`src/design/ifeb_pkg.sv`:
```
package ifeb_pkg;

  // Byte offsets on the register bus, one aligned 32-bit word each
  localparam int unsigned ADDR_W          = 5;
  localparam logic [4:0]  OFS_FLAGS3      = 5'h00;
  localparam logic [4:0]  OFS_FLAGS4      = 5'h04;
  localparam logic [4:0]  OFS_FLAGS5      = 5'h08;
  localparam logic [4:0]  OFS_ENABLES0    = 5'h0C;
  localparam logic [4:0]  OFS_IRQ_STATUS  = 5'h10;
  localparam logic [4:0]  OFS_IRQ_MASK    = 5'h14;

  // Implemented bits of each 16-bit register
  localparam logic [15:0] MASK_FLAGS3     = 16'h4066;
  localparam logic [15:0] MASK_FLAGS4     = 16'h210E;
  localparam logic [15:0] MASK_FLAGS5     = 16'h3FFE;
  localparam logic [15:0] MASK_ENABLES0   = 16'h3FEF;
  localparam logic [15:0] RST_REG         = 16'h0000;

  // Interrupt status and mask: one bit per flag register
  localparam int unsigned EVT_W           = 3;
  localparam logic [2:0]  MASK_EVT        = 3'h7;
  localparam logic [2:0]  RST_EVT         = 3'h0;
  localparam int unsigned NGRP            = 3;

  typedef struct packed {
    logic [4:0]  address;
    logic        read;
    logic        write;
    logic [31:0] writedata;
    logic [3:0]  byteenable;
  } ifeb_avs_req_t;

  typedef struct packed {
    logic       pad15;
    logic       calendar_clock_flag;
    logic [6:0] pad13_7;
    logic       ext_input4_flag;
    logic       ext_input3_flag;
    logic [1:0] pad4_3;
    logic       i2c2_master_flag;
    logic       i2c2_slave_flag;
    logic       pad0;
  } ifeb_flags3_t;

  typedef struct packed {
    logic [1:0] pad15_14;
    logic       time_measure_flag;
    logic [3:0] pad12_9;
    logic       low_voltage_flag;
    logic [3:0] pad7_4;
    logic       crc_gen_flag;
    logic       uart2_error_flag;
    logic       uart1_error_flag;
    logic       pad0;
  } ifeb_flags4_t;

  typedef struct packed {
    logic [1:0] pad15_14;
    logic       capture9_flag;
    logic       compare9_flag;
    logic       spi3_event_flag;
    logic       spi3_fault_flag;
    logic       uart4_tx_flag;
    logic       uart4_rx_flag;
    logic       uart4_error_flag;
    logic       usb_event_flag;
    logic       i2c3_master_flag;
    logic       i2c3_slave_flag;
    logic       uart3_tx_flag;
    logic       uart3_rx_flag;
    logic       uart3_error_flag;
    logic       pad0;
  } ifeb_flags5_t;

  typedef struct packed {
    logic [1:0] pad15_14;
    logic       adc_done_enable;
    logic       uart1_tx_enable;
    logic       uart1_rx_enable;
    logic       spi1_transfer_enable;
    logic       spi1_fault_enable;
    logic       timer3_irq_enable;
    logic       timer2_irq_enable;
    logic       compare2_enable;
    logic       capture2_enable;
    logic       pad4;
    logic       timer1_irq_enable;
    logic       compare1_enable;
    logic       capture1_enable;
    logic       ext_input0_enable;
  } ifeb_enables0_t;

endpackage

```
`src/design/ifeb_top.sv`:
```
// Local design decisions: the Avalon-MM interface to the registers and the placing of the registers.
`timescale 1ns/100ps

// How it works
// - Flags3: calendar clock at 14, ext input 4 at 6 and 3 at 5, I2C2 master at 2, slave at 1.
// - Bits 15, 13..7, 4..3 and 0 of the third flag register read zero and ignore writes.
// - Flags4: time measure 13, low voltage 8, CRC 3, UART2 error 2, UART1 error 1.
// - Bits 15..14, 12..9, 7..4 and 0 of the fourth flag register read zero.
// - Flags5 bits 13..8: capture9, compare9, SPI3 event, fault, UART4 tx, rx; 15..14 zero.
// - Flags5 bits 7..1: UART4 error, USB, I2C3 master, slave, UART3 tx, rx, error; 0 zero.
// - Enables bits 13..8: ADC done, UART1 tx, rx, SPI1 transfer, fault, timer 3; 15..14 zero.
// - Enables 7..5 timer2, compare2, capture2; 3..0 timer1, compare1, capture1, ext0; 4 zero.
// - A flag bit reads one once its source requested, and software may read and write it.
// - A set enable bit lets its source's request through; software may read and write it.
// - All flag and enable bits are zero after power-on reset.
module ifeb_top (
  input  wire logic                     clk,
  input  wire logic                     nrst,
  input  wire ifeb_pkg::ifeb_avs_req_t  avs_req,
  output logic [31:0]                   avs_readdata,
  output logic                          avs_waitrequest,
  input  wire ifeb_pkg::ifeb_flags3_t   src_flags3,
  input  wire ifeb_pkg::ifeb_flags4_t   src_flags4,
  input  wire ifeb_pkg::ifeb_flags5_t   src_flags5,
  input  wire logic [15:0]              flags0_in,
  input  wire logic [15:0]              en3_in,
  input  wire logic [15:0]              en4_in,
  input  wire logic [15:0]              en5_in,
  output ifeb_pkg::ifeb_flags3_t        req3,
  output ifeb_pkg::ifeb_flags4_t        req4,
  output ifeb_pkg::ifeb_flags5_t        req5,
  output ifeb_pkg::ifeb_enables0_t      req0,
  output logic                          irq
);

  localparam logic [15:0] FLAG_MASK [ifeb_pkg::NGRP] = '{
    ifeb_pkg::MASK_FLAGS3, ifeb_pkg::MASK_FLAGS4, ifeb_pkg::MASK_FLAGS5};
  localparam logic [4:0]  FLAG_OFS  [ifeb_pkg::NGRP] = '{
    ifeb_pkg::OFS_FLAGS3, ifeb_pkg::OFS_FLAGS4, ifeb_pkg::OFS_FLAGS5};

  logic [15:0]                flag_q [ifeb_pkg::NGRP];
  logic [15:0]                set_v  [ifeb_pkg::NGRP];
  logic [15:0]                en0_q;
  logic [ifeb_pkg::EVT_W-1:0] status_q;
  logic [ifeb_pkg::EVT_W-1:0] mask_q;
  logic [ifeb_pkg::EVT_W-1:0] evt_d;
  logic [15:0]                rdata_d;
  logic [15:0]                wmask;
  logic [4:0]                 addr;
  logic                       accept;
  logic                       wr_acc;
  logic                       rd_acc;

  // Sources sit on this clock, so their pulses are used as they come
  assign set_v[0] = src_flags3 & ifeb_pkg::MASK_FLAGS3;
  assign set_v[1] = src_flags4 & ifeb_pkg::MASK_FLAGS4;
  assign set_v[2] = src_flags5 & ifeb_pkg::MASK_FLAGS5;

  assign addr   = {avs_req.address[4:2], 2'b00};
  assign accept = (avs_req.read | avs_req.write) & ~avs_waitrequest;
  assign wr_acc = accept & avs_req.write;
  assign rd_acc = accept & avs_req.read;
  assign wmask  = {{8{avs_req.byteenable[1]}}, {8{avs_req.byteenable[0]}}};

  // Flag registers: hardware set beats a software write in the same cycle
  for (genvar g = 0; g < ifeb_pkg::NGRP; g++)
  begin : g_flag
    always_ff @(posedge clk or negedge nrst)
    begin
      if (!nrst)
      begin
        flag_q[g] <= ifeb_pkg::RST_REG;
      end
      else if (wr_acc && addr == FLAG_OFS[g])
      begin
        flag_q[g] <= ((flag_q[g] & ~wmask) | (avs_req.writedata[15:0] & wmask) | set_v[g])
                     & FLAG_MASK[g];
      end
      else
      begin
        flag_q[g] <= flag_q[g] | set_v[g];
      end
    end
    assign evt_d[g] = |set_v[g];
  end

  // Enable register
  always_ff @(posedge clk or negedge nrst)
  begin
    if (!nrst)
    begin
      en0_q <= ifeb_pkg::RST_REG;
    end
    else if (wr_acc && addr == ifeb_pkg::OFS_ENABLES0)
    begin
      en0_q <= ((en0_q & ~wmask) | (avs_req.writedata[15:0] & wmask))
               & ifeb_pkg::MASK_ENABLES0;
    end
  end

  // Sticky status, cleared only for the bits the read actually returned
  always_ff @(posedge clk or negedge nrst)
  begin
    if (!nrst)
    begin
      status_q <= ifeb_pkg::RST_EVT;
    end
    else if (rd_acc && addr == ifeb_pkg::OFS_IRQ_STATUS)
    begin
      status_q <= (status_q & ~avs_readdata[ifeb_pkg::EVT_W-1:0]) | evt_d;
    end
    else
    begin
      status_q <= status_q | evt_d;
    end
  end

  always_ff @(posedge clk or negedge nrst)
  begin
    if (!nrst)
    begin
      mask_q <= ifeb_pkg::RST_EVT;
    end
    else if (wr_acc && addr == ifeb_pkg::OFS_IRQ_MASK && avs_req.byteenable[0])
    begin
      mask_q <= avs_req.writedata[ifeb_pkg::EVT_W-1:0] & ifeb_pkg::MASK_EVT;
    end
  end

  always_ff @(posedge clk or negedge nrst)
  begin
    if (!nrst)
    begin
      irq <= 1'b0;
    end
    else
    begin
      irq <= |(status_q & mask_q);
    end
  end

  // Requests to the core, gated by their matching enables
  always_ff @(posedge clk or negedge nrst)
  begin
    if (!nrst)
    begin
      req3 <= '0;
      req4 <= '0;
      req5 <= '0;
      req0 <= '0;
    end
    else
    begin
      req3 <= ifeb_pkg::ifeb_flags3_t'(flag_q[0] & en3_in);
      req4 <= ifeb_pkg::ifeb_flags4_t'(flag_q[1] & en4_in);
      req5 <= ifeb_pkg::ifeb_flags5_t'(flag_q[2] & en5_in);
      req0 <= ifeb_pkg::ifeb_enables0_t'(flags0_in & en0_q);
    end
  end

  // Read mux; unmapped words read zero
  always_comb
  begin
    rdata_d = 16'h0000;
    unique case (addr)
      ifeb_pkg::OFS_FLAGS3:     rdata_d = flag_q[0];
      ifeb_pkg::OFS_FLAGS4:     rdata_d = flag_q[1];
      ifeb_pkg::OFS_FLAGS5:     rdata_d = flag_q[2];
      ifeb_pkg::OFS_ENABLES0:   rdata_d = en0_q;
      ifeb_pkg::OFS_IRQ_STATUS: rdata_d = {13'h0000, status_q};
      ifeb_pkg::OFS_IRQ_MASK:   rdata_d = {13'h0000, mask_q};
      default:                  rdata_d = 16'h0000;
    endcase
  end

  // One wait cycle per access: data is snapshotted on the same edge that drops waitrequest
  always_ff @(posedge clk or negedge nrst)
  begin
    if (!nrst)
    begin
      avs_waitrequest <= 1'b1;
      avs_readdata    <= 32'h00000000;
    end
    else if ((avs_req.read || avs_req.write) && avs_waitrequest)
    begin
      avs_waitrequest <= 1'b0;
      avs_readdata    <= {16'h0000, avs_req.read ? rdata_d : 16'h0000};
    end
    else
    begin
      avs_waitrequest <= 1'b1;
    end
  end

  // Helper: low during reset and in the first cycle after reset release
  logic init_q;
  always_ff @(posedge clk or negedge nrst)
  begin
    if (!nrst)
    begin
      init_q <= 1'b0;
    end
    else
    begin
      init_q <= 1'b1;
    end
  end
endmodule // ifeb_top

```
`config.mk`:
```
export PLATFORM = sky130hd
export DESIGN_NAME = ifeb_top
export DESIGN_NICKNAME = d
export VERILOG_FILES = /design/src/design/ifeb_pkg.sv /design/src/design/ifeb_top.sv
export SDC_FILE = /design/constraint.sdc
export NUM_CORES = 1
export LEC_CHECK = 0
export BUFFER_PORTS_ARGS = -buffer_cell sky130_fd_sc_hd__buf_2
export CORE_AREA = 8 8 144 146
export DETAILED_ROUTE_END_ITERATION = 10
export DIE_AREA = 0 0 152 154
export GPL_TIMING_DRIVEN = 0
export PLACE_DENSITY = 0.59
export SLEW_MARGIN = 20
export SYNTH_ARGS = -nofsm -noshare
export SYNTH_HDL_FRONTEND = slang
export SYNTH_SLANG_ARGS = --single-unit
export TNS_END_PERCENT = 1
```
`constraint.sdc`:
```
create_clock -name clk -period 2.5 [get_ports clk]
set_input_delay 0 -clock clk [delete_from_list [all_inputs] [get_ports clk]]
set_output_delay 0 -clock clk [all_outputs]
set_load 0.01 [all_outputs]
```
==> results.md <==
* Worst slew pin tran at 0.614 ns
* Fmax achieved at 0.453 GHz
* Setup ws final at 0.295 ns
* Filler cell count in the final layout at 1857
* Yosys reg bits at 95
* Post-DP Area at 0.00548 mm²
* CTS tree: done
* Final Net Count at 780
* # clock sinks at 95
* Grt ovf at 0
* Clock power frac at 37.3%
* Largest driver fanout on the critical path at 10
* Setup Buffers After CTS at 0
* Core area at 0.0185 mm²
* Commonest non-fill, non-tap cell in the layout: buf_2
* # setup viols final at 0
* Row count at 50
* Routability congestion estimate at 0.781
* Cell variety after synth at 44
* Peak VDD IR at 0.000246 V
* GR Util All Layers at 12.1%
* Final period utilization at 88.2%
* Worst slack at placement at 0.809 ns
* Layout cells sized above 1 at 38.1%
* Synth Instances at 355
* Full die area at 0.0234 mm²
* Die Height at 154 µm
* Crit Path Class: reg2reg
* RSZ-0062 raised after global routing: false
* Final-report hold violation count at 0
* Worst EP arrival at 2.43 ns
* Synthesis-to-finish area growth at 52.4%
* Top cell type by total area after synthesis: dfrtp_1
* CTS max path bufs at 2
* CTS buffer count at 9
* Worst path bufs/invs at 3
* Io pins at 255
* CP Cell Sequence: buf_6 > and4bb_1 > buf_4 > and3_1 > a211o_1 > dlygate4sd3_1
* Vias in the first global route at 3863
* Routed len/inst at 16.5 µm
* Fin Hold WS at 0.0185 ns
* Pleak at 3.21 nW
* Most frequent cells in the layout: buf_2 (138), dfrtp_1 (94), dlygate4sd3_1 (77), buf_4 (48), conb_1 (45)
* Internal Power at 0.00291 W
* Largest net degree at the start of global routing at 65
* Initial Utilization at 23.4%
* Top cells by area, synth: dfrtp_1 (55%), buf_4 (8.4%), and2_1 (5.4%)
* First-pass GRT wire length at 21900 µm
* TritonRoute pass-1 iters at 4
* I/O Buffers at 135
* Final Slew Violations at 0
* Tightest Hold Check Type: in2reg
* DIE WIDTH at 152 µm
* Htree depth at 3
* Post-route DRC at 0
* Tmin final at 2.21 ns
* PwrDens at 595 mW/mm²
* Post-synthesis cell area at 0.00431 mm²
* 1st-iter DRT viols at 140
* Root Buffer: clkbuf_16
* Routed WL at 14300 µm
* Top-area cell type share of the netlist area at 54.5%
* Clk_skew at 0.00858 ns
* Skew-Pair Late Insertion Delay at 0.34 ns
* Mean Syn Cell Area at 12.2 µm²
* Vias per inst at 4.13
* Top delay family on crit path: buffers and inverters
* CP peak stage delay at 0.56 ns
* Switching pwr at 0.00100 W
* Fin cells at 864
* Max-cap violations at 0
* Fin area at 0.00658 mm²
* Initial antenna violation count at 4
* DP Cell Count at 769
* Slowest cell on the critical path: dlygate4sd3_1
* Critical Path Source Type: flop
* Rel. slew slack at 58.8%
* Switching portion of total power at 25.6%
* Setup TNS at 0 ns
* Clock slew at reported path FFs at 0.07 ns
* Critical Path RT at 2.72 ns
* Via total after detailed routing at 3569
* Critical Path End Type: flop
* Register area share after synthesis at 55.1%
* HPWL Detailed at 10700 µm
* Comb pwr share at 17.9%
* Status: complete, no violations
* Synth warn at 0
* Flop pwr share at 44.7%
* Routed Antenna Nets at 0
[per-stage QoR]
stage               total power [W]  utilization [%]
detailed placement          0.00239             29.7
global route                0.00409             35.6
CTS                         0.00394             35.6
floorplan                   0.00210                -
finish                      0.00391             35.6
global placement            0.00238             29.5
[power by group through the flow]
stage | sequential (W) | combinational (W) | clock [W]
floorplan | 0.00180 | 0.000302 | 0
global placement | 0.00178 | 0.000598 | 0
detailed placement | 0.00178 | 0.000610 | 0
CTS | 0.00175 | 0.000705 | 0.00149
global route | 0.00177 | 0.000765 | 0.00156
finish | 0.00175 | 0.000701 | 0.00146
[final timing paths]
check	startpoint	end	slack, ns	cells after the start
worst max-delay path	avs_waitrequest$_DFF_PN1_	flag_q[10]$_DFF_PN0_	0.29	6
worst min-delay path	avs_req[6]	flop	0.02	2
worst max register to register	avs_waitrequest$_DFF_PN1_	flag_q[10]$_DFF_PN0_	0.29	6
worst min register to register	avs_readdata[4]$_DFFE_PN0P_	avs_readdata[4]$_DFFE_PN0P_	0.48	2
max in group asynchronous	nrst	avs_waitrequest$_DFF_PN1_	1.72	3
min in group asynchronous	nrst	asynchronous set/reset pin	0.11	2
[cell usage after synthesis (all sizes together)]
cell type	n
a211o	24
a21boi	1
a21o	1
a222oi	2
a22oi	4
a311o	1
a32o	2
a32oi	1
and2	37
and3	24
and3b	2
and4	1
and4b	1
and4bb	2
buf	56
clkbuf	4
conb	1
dfrtp	94
dfstp	1
inv	1
mux2	24
mux2i	7
nand2	21
nand3	4
nand3b	1
nand4	4
nor2	3
nor2b	7
nor3	1
nor4	2
nor4bb	2
o2111ai	1
o211ai	1
o21ai	15
or4	2
[layout make-up]
type	count	area [µm²]	area share (%)
clock buffers	12	267	4.05
well taps	234	293	4.45
repair buffers	213	1480	22.5
multi-input cells	243	1660	25.2
flip-flops and latches	95	2380	36.2
clock inverters	4	51.3	0.780
diodes	2	5.00	0.0761
plain buffers	60	442	6.72
inverters	1	3.75	0.0571
[logic make-up (layout without fill, tap and decap cells)]
kind of cell | Yosys count | count (layout) | synth area share, %
other | 1 | 47 | 0.0869
DFF | 95 | 95 | 55.1
and+or+nand+nor | 114 | 114 | 16.3
muxes | 31 | 31 | 8.76
AOI/OAI and AO/OA | 53 | 53 | 9.40
buffers and inverters | 61 | 290 | 10.3
[per-layer routing]
layer	vias to the layer above	GRT usage (%)	wire length, µm
li1	1709	-	-
met1	1694	13.8	6040
met2	145	20.0	6840
met3	17	4.82	1130
met4	4	4.47	227
met5	-	0	24
[what timing repair did]
item / in CTS / in global routing
hold endpoints to repair: 170 / 0
gates resized for setup: 0 / 0
hold buffers: 77 / 0
No activity file was read; power rests on OpenSTA's default activity.
